--- config.mk ---
export PLATFORM = sky130hd
export DESIGN_NAME = ocp_top
export DESIGN_NICKNAME = d
export VERILOG_FILES = /design/src/rtl/ocp_top.v /design/src/rtl/ocp_channel.v
export VERILOG_INCLUDE_DIRS = /design/src /design/src/inc
export SDC_FILE = /design/constraint.sdc
export NUM_CORES = 1
export LEC_CHECK = 0
export BUFFER_PORTS_ARGS = -buffer_cell sky130_fd_sc_hd__buf_2
export CORE_UTILIZATION = 25
export DETAILED_ROUTE_END_ITERATION = 12
export GPL_ROUTABILITY_DRIVEN = 0
export SLEW_MARGIN = 20
export SYNTH_ARGS = -nofsm -noshare
export SYNTH_HDL_FRONTEND = slang
export SYNTH_HIERARCHICAL = 1
export SYNTH_SLANG_ARGS = --single-unit
--- constraint.sdc ---
create_clock -name I_SYS_CLK -period 35.6 [get_ports I_SYS_CLK]
set_input_delay 1.78 -clock I_SYS_CLK [delete_from_list [all_inputs] [get_ports I_SYS_CLK]]
set_output_delay 1.78 -clock I_SYS_CLK [all_outputs]
set_load 0.01 [all_outputs]
--- src/inc/ocp_defines.vh ---
/*
  Constants for the output channel phase configuration block: register
  offsets, field positions, reset values and timing figures.
  Assumes inclusion by bare name from the rtl files.
*/
`ifndef OCP_DEFINES_VH
`define OCP_DEFINES_VH

// ----------------------------------------------------------------
// Register map, four registers per channel
// ----------------------------------------------------------------
`define OCP_ADDR_W 8
`define OCP_DATA_W 8
`define OCP_REG_WIDE_HI 2'h0
`define OCP_REG_CTRL 2'h1
`define OCP_REG_DIV 2'h2
`define OCP_REG_STAT 2'h3
// Control register fields
`define OCP_CTRL_PD_BIT 7
`define OCP_CTRL_LSA_BIT 6
`define OCP_CTRL_HALF_BIT 4
`define OCP_CTRL_MODE_BIT 1
`define OCP_CTRL_WIDE0_BIT 0
// Status register fields
`define OCP_STAT_PWR_BIT 0
`define OCP_STAT_SYSREF_BIT 1
`define OCP_STAT_HALF_BIT 2
`define OCP_STAT_WBAD_BIT 3
`define OCP_STAT_DBAD_BIT 4
// ----------------------------------------------------------------
// Reset values
// ----------------------------------------------------------------
`define OCP_WIDE_RST 9'h000
`define OCP_DIV_RST 7'h0B
// ----------------------------------------------------------------
// Delay step figures in picoseconds, then divider code limits
// ----------------------------------------------------------------
`define OCP_WIDE_STEP_PS 127
`define OCP_VCO_PERIOD_PS 254
`define OCP_HALF_STEP_PS 127
`define OCP_FIRST_BYPASS 3'h0
`define OCP_FIRST_MAX 3'h4
`define OCP_SECOND_MAX 4'hC
`endif

--- src/rtl/ocp_top.v ---
/*
  Output channel phase configuration: per-channel wide delay, power-down,
  amplitude flag, step halving and clock/SYSREF mode, with divider setting.
  Assumes a simple strobe register port from a configuration master on
  the same clock; one read answer per read strobe, one cycle later.
*/
// The address-and-strobe port and the address map were decided locally.
// Behaviour
// Wide delay is 9-bit code times 127ps, 512 steps, resetting to zero.
// Software keeps the wide delay input frequency at or below 4GHz.
// Power-down resets to 0; 1 powers down output, divider and delay.
// Channel power-down forces every output of the channel down.
// Software sets amplitude flag for code 11 outputs on 1.8V supply.
// Step halving acts only in SYSREF mode, never in clock mode.
// Full step: one VCO period; only wide codes 4n, 4n+1 valid.
// Halved step: all wide codes 0..511 valid, code over twice VCO.
// Software sets halving only with an external VCO below 2GHz.
// Mode select resets to clock; 1 makes the channel SYSREF.
// Divider ratio is first times second stage; first code 000 bypasses.
// All fields load defaults at reset and hold written values.
// Writing one channel's fields leaves other channels unchanged.
`timescale 1ns/100ps
`include "ocp_defines.vh"
module ocp_top
#(
  parameter NUM_CH = 8,
  parameter OUTS_PER_CH = 2
)
(
  // Clock and reset
  input wire I_SYS_CLK,
  input wire I_RST_N,
  // Register port
  input wire [7:0] I_ADDR,
  input wire [7:0] I_WDATA,
  input wire I_WR,
  input wire I_RD,
  output reg [7:0] O_RDATA,
  // Per-output power-down requests from the output registers
  input wire [NUM_CH*OUTS_PER_CH-1:0] I_OUT_PD,
  // Channel controls toward the analog side
  output reg [NUM_CH-1:0] O_CH_PD,
  output reg [NUM_CH*OUTS_PER_CH-1:0] O_OUT_PD,
  output reg [NUM_CH-1:0] O_CH_SYSREF,
  output reg [NUM_CH-1:0] O_LOW_SUPPLY_AMP,
  output reg [NUM_CH-1:0] O_STEP_HALF,
  output reg [NUM_CH*13-1:0] O_WIDE_DELAY_UNITS,
  output reg [NUM_CH*5-1:0] O_DIV_FIRST,
  output reg [NUM_CH*13-1:0] O_DIV_SECOND
);
  // ----------------------------------------------------------------
  // Reset release
  // ----------------------------------------------------------------
  // Two synchroniser stages; only the second feeds the logic
  reg rst_s1_ff;
  reg rst_s2_ff;
  wire rst_n;

  // Asynchronous assert, two-flop release to avoid recovery hazards
  always @(posedge I_SYS_CLK or negedge I_RST_N)
  begin
    if (!I_RST_N)
    begin
      rst_s1_ff <= 1'b0;
      rst_s2_ff <= 1'b0;
    end
    else
    begin
      rst_s1_ff <= 1'b1;
      rst_s2_ff <= rst_s1_ff;
    end
  end
  // Internal reset for the whole block
  assign rst_n = rst_s2_ff;

  // ----------------------------------------------------------------
  // Address decode: channel in upper bits, register in low two
  // ----------------------------------------------------------------
  // Decoded address fields
  wire [5:0] ch_sel;
  wire [1:0] reg_sel;
  wire ch_hit;
  assign ch_sel = I_ADDR[7:2];
  assign reg_sel = I_ADDR[1:0];
  assign ch_hit = (ch_sel < NUM_CH);

  // ----------------------------------------------------------------
  // Channel instances
  // ----------------------------------------------------------------
  // Held fields of every channel, flattened per channel
  wire [NUM_CH*9-1:0] wide_all;
  wire [NUM_CH-1:0] pd_all;
  wire [NUM_CH-1:0] lsa_all;
  wire [NUM_CH-1:0] half_all;
  wire [NUM_CH-1:0] mode_all;
  wire [NUM_CH*7-1:0] div_all;
  // Derived controls of every channel
  wire [NUM_CH*13-1:0] units_all;
  wire [NUM_CH-1:0] wbad_all;
  wire [NUM_CH-1:0] dbad_all;
  wire [NUM_CH*5-1:0] first_all;
  wire [NUM_CH*13-1:0] second_all;

  genvar g;
  generate
    for (g = 0; g < NUM_CH; g = g + 1)
    begin : g_ch
      wire sel;
      wire wr_hi;
      wire wr_ctl;
      wire wr_dv;
      // Strobes qualified by this channel's index only
      assign sel = ch_hit & (ch_sel == g);
      // One field group per strobe, so other groups keep their values
      assign wr_hi = I_WR & sel & (reg_sel == `OCP_REG_WIDE_HI);
      assign wr_ctl = I_WR & sel & (reg_sel == `OCP_REG_CTRL);
      assign wr_dv = I_WR & sel & (reg_sel == `OCP_REG_DIV);
      ocp_channel u_ch
      (
        .clk(I_SYS_CLK),
        .rst_n(rst_n),
        .wr_wide_hi(wr_hi),
        .wr_ctrl(wr_ctl),
        .wr_div(wr_dv),
        .wdata(I_WDATA),
        .wide_ff(wide_all[g*9 +: 9]),
        .pd_ff(pd_all[g]),
        .lsa_ff(lsa_all[g]),
        .half_ff(half_all[g]),
        .mode_ff(mode_all[g]),
        .div_ff(div_all[g*7 +: 7]),
        .delay_units(units_all[g*13 +: 13]),
        .wide_bad(wbad_all[g]),
        .div_bad(dbad_all[g]),
        .div_first(first_all[g*5 +: 5]),
        .div_second(second_all[g*13 +: 13])
      );
    end
  endgenerate

  // ----------------------------------------------------------------
  // Read mux
  // ----------------------------------------------------------------
  // Read answer and index; the index width caps the channel count at eight
  reg [7:0] nxt_rdata;
  reg [2:0] ci;

  // Unmapped channels read as zero
  always @*
  begin
    nxt_rdata = 8'h00;
    ci = ch_sel[2:0];
    if (I_RD && ch_hit)
    begin
      case (reg_sel)
        `OCP_REG_WIDE_HI: nxt_rdata = wide_all[ci*9+1 +: 8];
        `OCP_REG_CTRL:
        begin
          nxt_rdata[`OCP_CTRL_PD_BIT] = pd_all[ci];
          nxt_rdata[`OCP_CTRL_LSA_BIT] = lsa_all[ci];
          nxt_rdata[`OCP_CTRL_HALF_BIT] = half_all[ci];
          nxt_rdata[`OCP_CTRL_MODE_BIT] = mode_all[ci];
          nxt_rdata[`OCP_CTRL_WIDE0_BIT] = wide_all[ci*9];
        end
        `OCP_REG_DIV: nxt_rdata = {1'b0, div_all[ci*7 +: 7]};
        // Status bits are derived each cycle, never stored
        `OCP_REG_STAT:
        begin
          nxt_rdata[`OCP_STAT_PWR_BIT] = ~pd_all[ci];
          nxt_rdata[`OCP_STAT_SYSREF_BIT] = mode_all[ci];
          nxt_rdata[`OCP_STAT_HALF_BIT] = half_all[ci] & mode_all[ci];
          nxt_rdata[`OCP_STAT_WBAD_BIT] = wbad_all[ci];
          nxt_rdata[`OCP_STAT_DBAD_BIT] = dbad_all[ci];
        end
        default: nxt_rdata = 8'h00;
      endcase
    end
  end

  // ----------------------------------------------------------------
  // Registered outputs
  // ----------------------------------------------------------------
  // Loop index and the forced per-output power-down
  integer k;
  reg [NUM_CH*OUTS_PER_CH-1:0] nxt_out_pd;

  // Channel power-down overrides each output's own request
  always @*
  begin
    nxt_out_pd = I_OUT_PD;
    for (k = 0; k < NUM_CH*OUTS_PER_CH; k = k + 1)
      if (pd_all[k/OUTS_PER_CH])
        nxt_out_pd[k] = 1'b1;
  end

  // Per-output requests come from same-clock logic, so no synchroniser
  always @(posedge I_SYS_CLK or negedge rst_n)
  begin
    if (!rst_n)
    begin
      O_RDATA <= 8'h00;
      O_CH_PD <= {NUM_CH{1'b0}};
      O_OUT_PD <= {NUM_CH*OUTS_PER_CH{1'b0}};
      O_CH_SYSREF <= {NUM_CH{1'b0}};
      O_LOW_SUPPLY_AMP <= {NUM_CH{1'b0}};
      O_STEP_HALF <= {NUM_CH{1'b0}};
      O_WIDE_DELAY_UNITS <= {NUM_CH*13{1'b0}};
      O_DIV_FIRST <= {NUM_CH{5'h01}};
      O_DIV_SECOND <= {NUM_CH{13'h0001}};
    end
    else
    begin
      O_RDATA <= nxt_rdata;
      O_CH_PD <= pd_all;
      O_OUT_PD <= nxt_out_pd;
      O_CH_SYSREF <= mode_all;
      O_LOW_SUPPLY_AMP <= lsa_all;
      O_STEP_HALF <= half_all & mode_all;
      O_WIDE_DELAY_UNITS <= units_all;
      O_DIV_FIRST <= first_all;
      O_DIV_SECOND <= second_all;
    end
  end
endmodule // ocp_top

--- src/rtl/ocp_channel.v ---
/*
  One output channel's configuration fields and derived controls.
  Assumes an active-low reset whose release is already synchronised.
*/
`timescale 1ns/100ps
`include "ocp_defines.vh"
module ocp_channel
(
  // Clock and reset
  input wire clk,
  input wire rst_n,
  // Field writes
  input wire wr_wide_hi,
  input wire wr_ctrl,
  input wire wr_div,
  input wire [7:0] wdata,
  // Held fields
  output reg [8:0] wide_ff,
  output reg pd_ff,
  output reg lsa_ff,
  output reg half_ff,
  output reg mode_ff,
  output reg [6:0] div_ff,
  // Derived controls
  output wire [12:0] delay_units,
  output wire wide_bad,
  output wire div_bad,
  output wire [4:0] div_first,
  output wire [12:0] div_second
);
  wire step_half;
  wire [2:0] first_code;
  wire [3:0] second_code;

  // Field storage; only this channel's strobes reach it
  always @(posedge clk or negedge rst_n)
  begin
    if (!rst_n)
    begin
      wide_ff <= `OCP_WIDE_RST;
      pd_ff <= 1'b0;
      lsa_ff <= 1'b0;
      half_ff <= 1'b0;
      mode_ff <= 1'b0;
      div_ff <= `OCP_DIV_RST;
    end
    else
    begin
      if (wr_wide_hi)
        wide_ff[8:1] <= wdata;
      if (wr_ctrl)
      begin
        pd_ff <= wdata[`OCP_CTRL_PD_BIT];
        lsa_ff <= wdata[`OCP_CTRL_LSA_BIT];
        half_ff <= wdata[`OCP_CTRL_HALF_BIT];
        mode_ff <= wdata[`OCP_CTRL_MODE_BIT];
        wide_ff[0] <= wdata[`OCP_CTRL_WIDE0_BIT];
      end
      if (wr_div)
        div_ff <= wdata[6:0];
    end
  end

  // Halving only counts in SYSREF mode
  assign step_half = half_ff & mode_ff;
  // Delay in half VCO periods: full step doubles the code
  assign delay_units = step_half ? {4'h0, wide_ff} : {3'h0, wide_ff, 1'b0};
  // Full-step mode accepts codes 4n and 4n+1 only, top pair 508 and 509 included
  assign wide_bad = !step_half & (wide_ff[1] | (wide_ff[7:1] == 7'h7F));
  assign first_code = div_ff[2:0];
  assign second_code = div_ff[6:3];
  // First stage ratio is code+1; code zero bypasses the second stage
  assign div_first = {2'h0, first_code} + 5'h01;
  assign div_second = (first_code == `OCP_FIRST_BYPASS) ? 13'h0001 :
                      (13'h0001 << second_code);
  assign div_bad = (first_code > `OCP_FIRST_MAX) | (second_code > `OCP_SECOND_MAX);
endmodule // ocp_channel

==> impl_metrics.toml <==
[logic_synthesis]
synth_mux_area_share_pct = 17.5
yosysSeqAreaShare_pct = 63.6
ys_ff_latch = 466
synth-main-ff-cell = "dfrtp_1"
synth-xor-area-share_pct = 0.380
synthCells = 1282
synth_top_family_by_area = "multiplexers"
yosysWarnings = 6
synthesis.area_um2 = 18400
synthTopCellsByArea = "dfrtp_1 (58%), mux2_2 (13%), dfstp_2 (5.7%), mux4_2 (4.0%), nor4_2 (2.2%)"
yosys-top-cells-count = "dfrtp_1 (426), mux2_2 (205), nor3_1 (62)"
yosysMostFrequentCell = "dfrtp_1"
synth_edf_count = 0
synth_compound_area_share_pct = 2.52
synthArstFlopShare_pct = 100
synth_top_cell_area_share_pct = 57.8
avgSynthCellArea_um2 = 14.4
yosys.area_share.adder_pct = 1.09
synth_cell_types = 51
synth_top_cell_by_area = "dfrtp_1"
synthSimpleGateAreaFrac_pct = 11.3

[finish]
area_delta_synth_final_pct = 24.1
fin_area_um2 = 22900
final_nets = 1683
drive_above_1_share_pct = 47.7
fin_cells = 2634
diodes = 0
finish.utilization_pct = 31.4

[sta]
slew_violations = 0
tns_ps = 0
setup_ws_ps = 31560
rsz0062_at_grt = "no"
fmax_ghz = 0.248
hold_viol = 0
finalSetupViolCount = 0
fin_crit_sh_pct = 11.3
clock_skew_ps = 9.26
worstMarginPinSlew_ps = 961
slew_headroom_pct = 35.9
period_needed_ps = 4040

[cts]
cts_tree = "done"
cts_setup_buffers = 0
cts_buffer_depth = 3
numCtsBuffers = 53
clk-insertion-delay-late_ps = 600
ctsResizeCount = 0
cts.sinks = 466
cts_hold_buffers = 0
clkTransAtPathRegs_ps = 60
clockRootBuffer = "clkbuf_16"
htree_levels = 2

[global_routing]
antenna_found_initial = 5
grt-ovfl-total = 0
grt_pass1_vias = 12300
grt_max_degree = 96
grt_pass1_wl_um = 81400
gr-usage-all-layers_pct = 14.6

[placed_design]
dp.cells = 2534
dpl_cell_area_um2 = 20900
dp_hpwl_um = 39900
portBuffers = 339
dp_slack_ps = 31020

[min_path]
hold_path.class = "reg -> async"

[route]
antenna_left = 0
drc = 0
vias_per_cell = 4.42
first_pass_iters = 5
initialDrtViolationCount = 680
wl_per_cell_um = 20.9
vias = 11700
wl_um = 55100

[setup_path]
crit_path_end_kind = "flip-flop"
r2r_cells = 3
startpoint_type = "primary input"
r2r_end = "O_WIDE_DELAY_UNITS[66]$_DFF_PN0_"
critPathKind = "in -> reg"
reg2reg_from = "rst_n$_DFF_PN0_"
reg2reg_slack_ps = 32960
required_ps = 36080
crit_fanout = 24
arrival_ps = 4520

[floorplan]
core-area_um2 = 73000
die_h_um = 273
die-area_um2 = 74800
die_width_um = 273
io_pins = 340
rows = 99
start_util_pct = 25.3

[status]
status = "finished clean"

[power_and_ir_drop]
power_leakage_uw = 0.0114
p_per_area_nw_per_um2 = 55.5
ir_drop_v = 0.0000318

[run]
drv_cap = 0
-- registers in the layout, indices dropped and copies added (netlist names), 8 cells and up --
register,flops
O_CH_SYSREF,8
O_STEP_HALF,8
g_ch.u_ch/mode_ff,8
g_ch.u_ch/lsa_ff,8
g_ch.u_ch/div_ff,56
g_ch.u_ch/pd_ff,8
O_DIV_SECOND,104
O_CH_PD,8
g_ch.u_ch/wide_ff,72
g_ch.u_ch/half_ff,8
O_DIV_FIRST,40
O_WIDE_DELAY_UNITS,104
O_OUT_PD,16
O_LOW_SUPPLY_AMP,8
O_RDATA,8
-- worst max-delay path, stage by stage --
cell and delay (ps):
buf_2 430, inv_1 440, nor3_1 520, nand2_1 240
nor2_1 670, mux2_2 420
-- area by class of cell --
type | instances | area [µm²]
clock inverter | 24 | 325
inverter | 27 | 101
timing repair buffer | 347 | 1780
sequential | 466 | 11700
fill | 7273 | 50100
tap | 959 | 1200
clock buffer | 75 | 1580
multi-input combinational | 736 | 6170
-- per-layer routing --
layer	GRT usage (%)	up-vias	routed length, µm
met3	3.70	74	3660
li1	-	5145	-
met2	24.2	358	27100
met4	4.78	6	1420
met5	0	-	32
met1	18.6	6072	22900
-- cell families (layout without fill, tap and decap cells) --
kind of cell | after synthesis | in the layout
adder cells (fa/ha/maj) | 16 | 16
buffers and inverters | 104 | 473
other | 9 | 33
AND/OR/NAND/NOR | 351 | 351
flip-flops | 466 | 466
multiplexers | 254 | 254
AO/OA/AOI/OAI | 74 | 74
XOR/XNOR | 8 | 8
-- worst max path at each step --
| stage | from | endpoint | slack (ps) | cells past startpoint |
|---|---|---|---|---|
| CTS | I_ADDR[4] | g_ch[5].u_ch/wide_ff[5]$_DFFE_PN0P_ | 31650 | 6 |
| global route | I_ADDR[4] | g_ch[7].u_ch/div_ff[6]$_DFFE_PN0P_ | 31470 | 6 |
| global placement | I_ADDR[4] | g_ch[5].u_ch/wide_ff[7]$_DFFE_PN0P_ | 31140 | 6 |
| detailed placement | I_ADDR[4] | g_ch[7].u_ch/div_ff[4]$_DFFE_PN0P_ | 31020 | 6 |
| floorplan | rst_n$_DFF_PN0_ | O_CH_PD[0]$_DFF_PN0_ | 21720 | 0 |
| finish | I_ADDR[4] | g_ch[6].u_ch/wide_ff[5]$_DFFE_PN0P_ | 31560 | 6 |
-- power by group --
part	leakage, µW	internal (µW)	switching, µW
clock network	0.000937	361	228
registers	0.00613	560	23.2
logic	0.00430	38.1	58.5
total	0.0114	959	310
-- cell usage in the layout, fill, tap and decap left out, types with 13 or more instances in the layout --
cell	instances
dfstp_2	40
nand2b_1	26
mux4_2	33
or2_2	17
nor4_2	32
nor4_1	17
o21ai_0	29
dfrtp_1	425
ha_1	16
inv_1	26
clkbuf_8	13
conb_1	33
nand2_1	60
nor3_1	62
buf_2	339
mux2_2	205
nand2_2	16
clkbuf_16	55
nor2_1	47
mux2i_1	15
and2_1	27
-- stage by stage --
step	power, µW	hold slack, ps
2_1_floorplan	641	331
3_3_place_gp	689	340
3_5_place_dp	691	335
4_1_cts	1290	347
5_1_grt	1320	311
6_report	1270	270
Note: power is estimated with default switching activity, not from simulation.
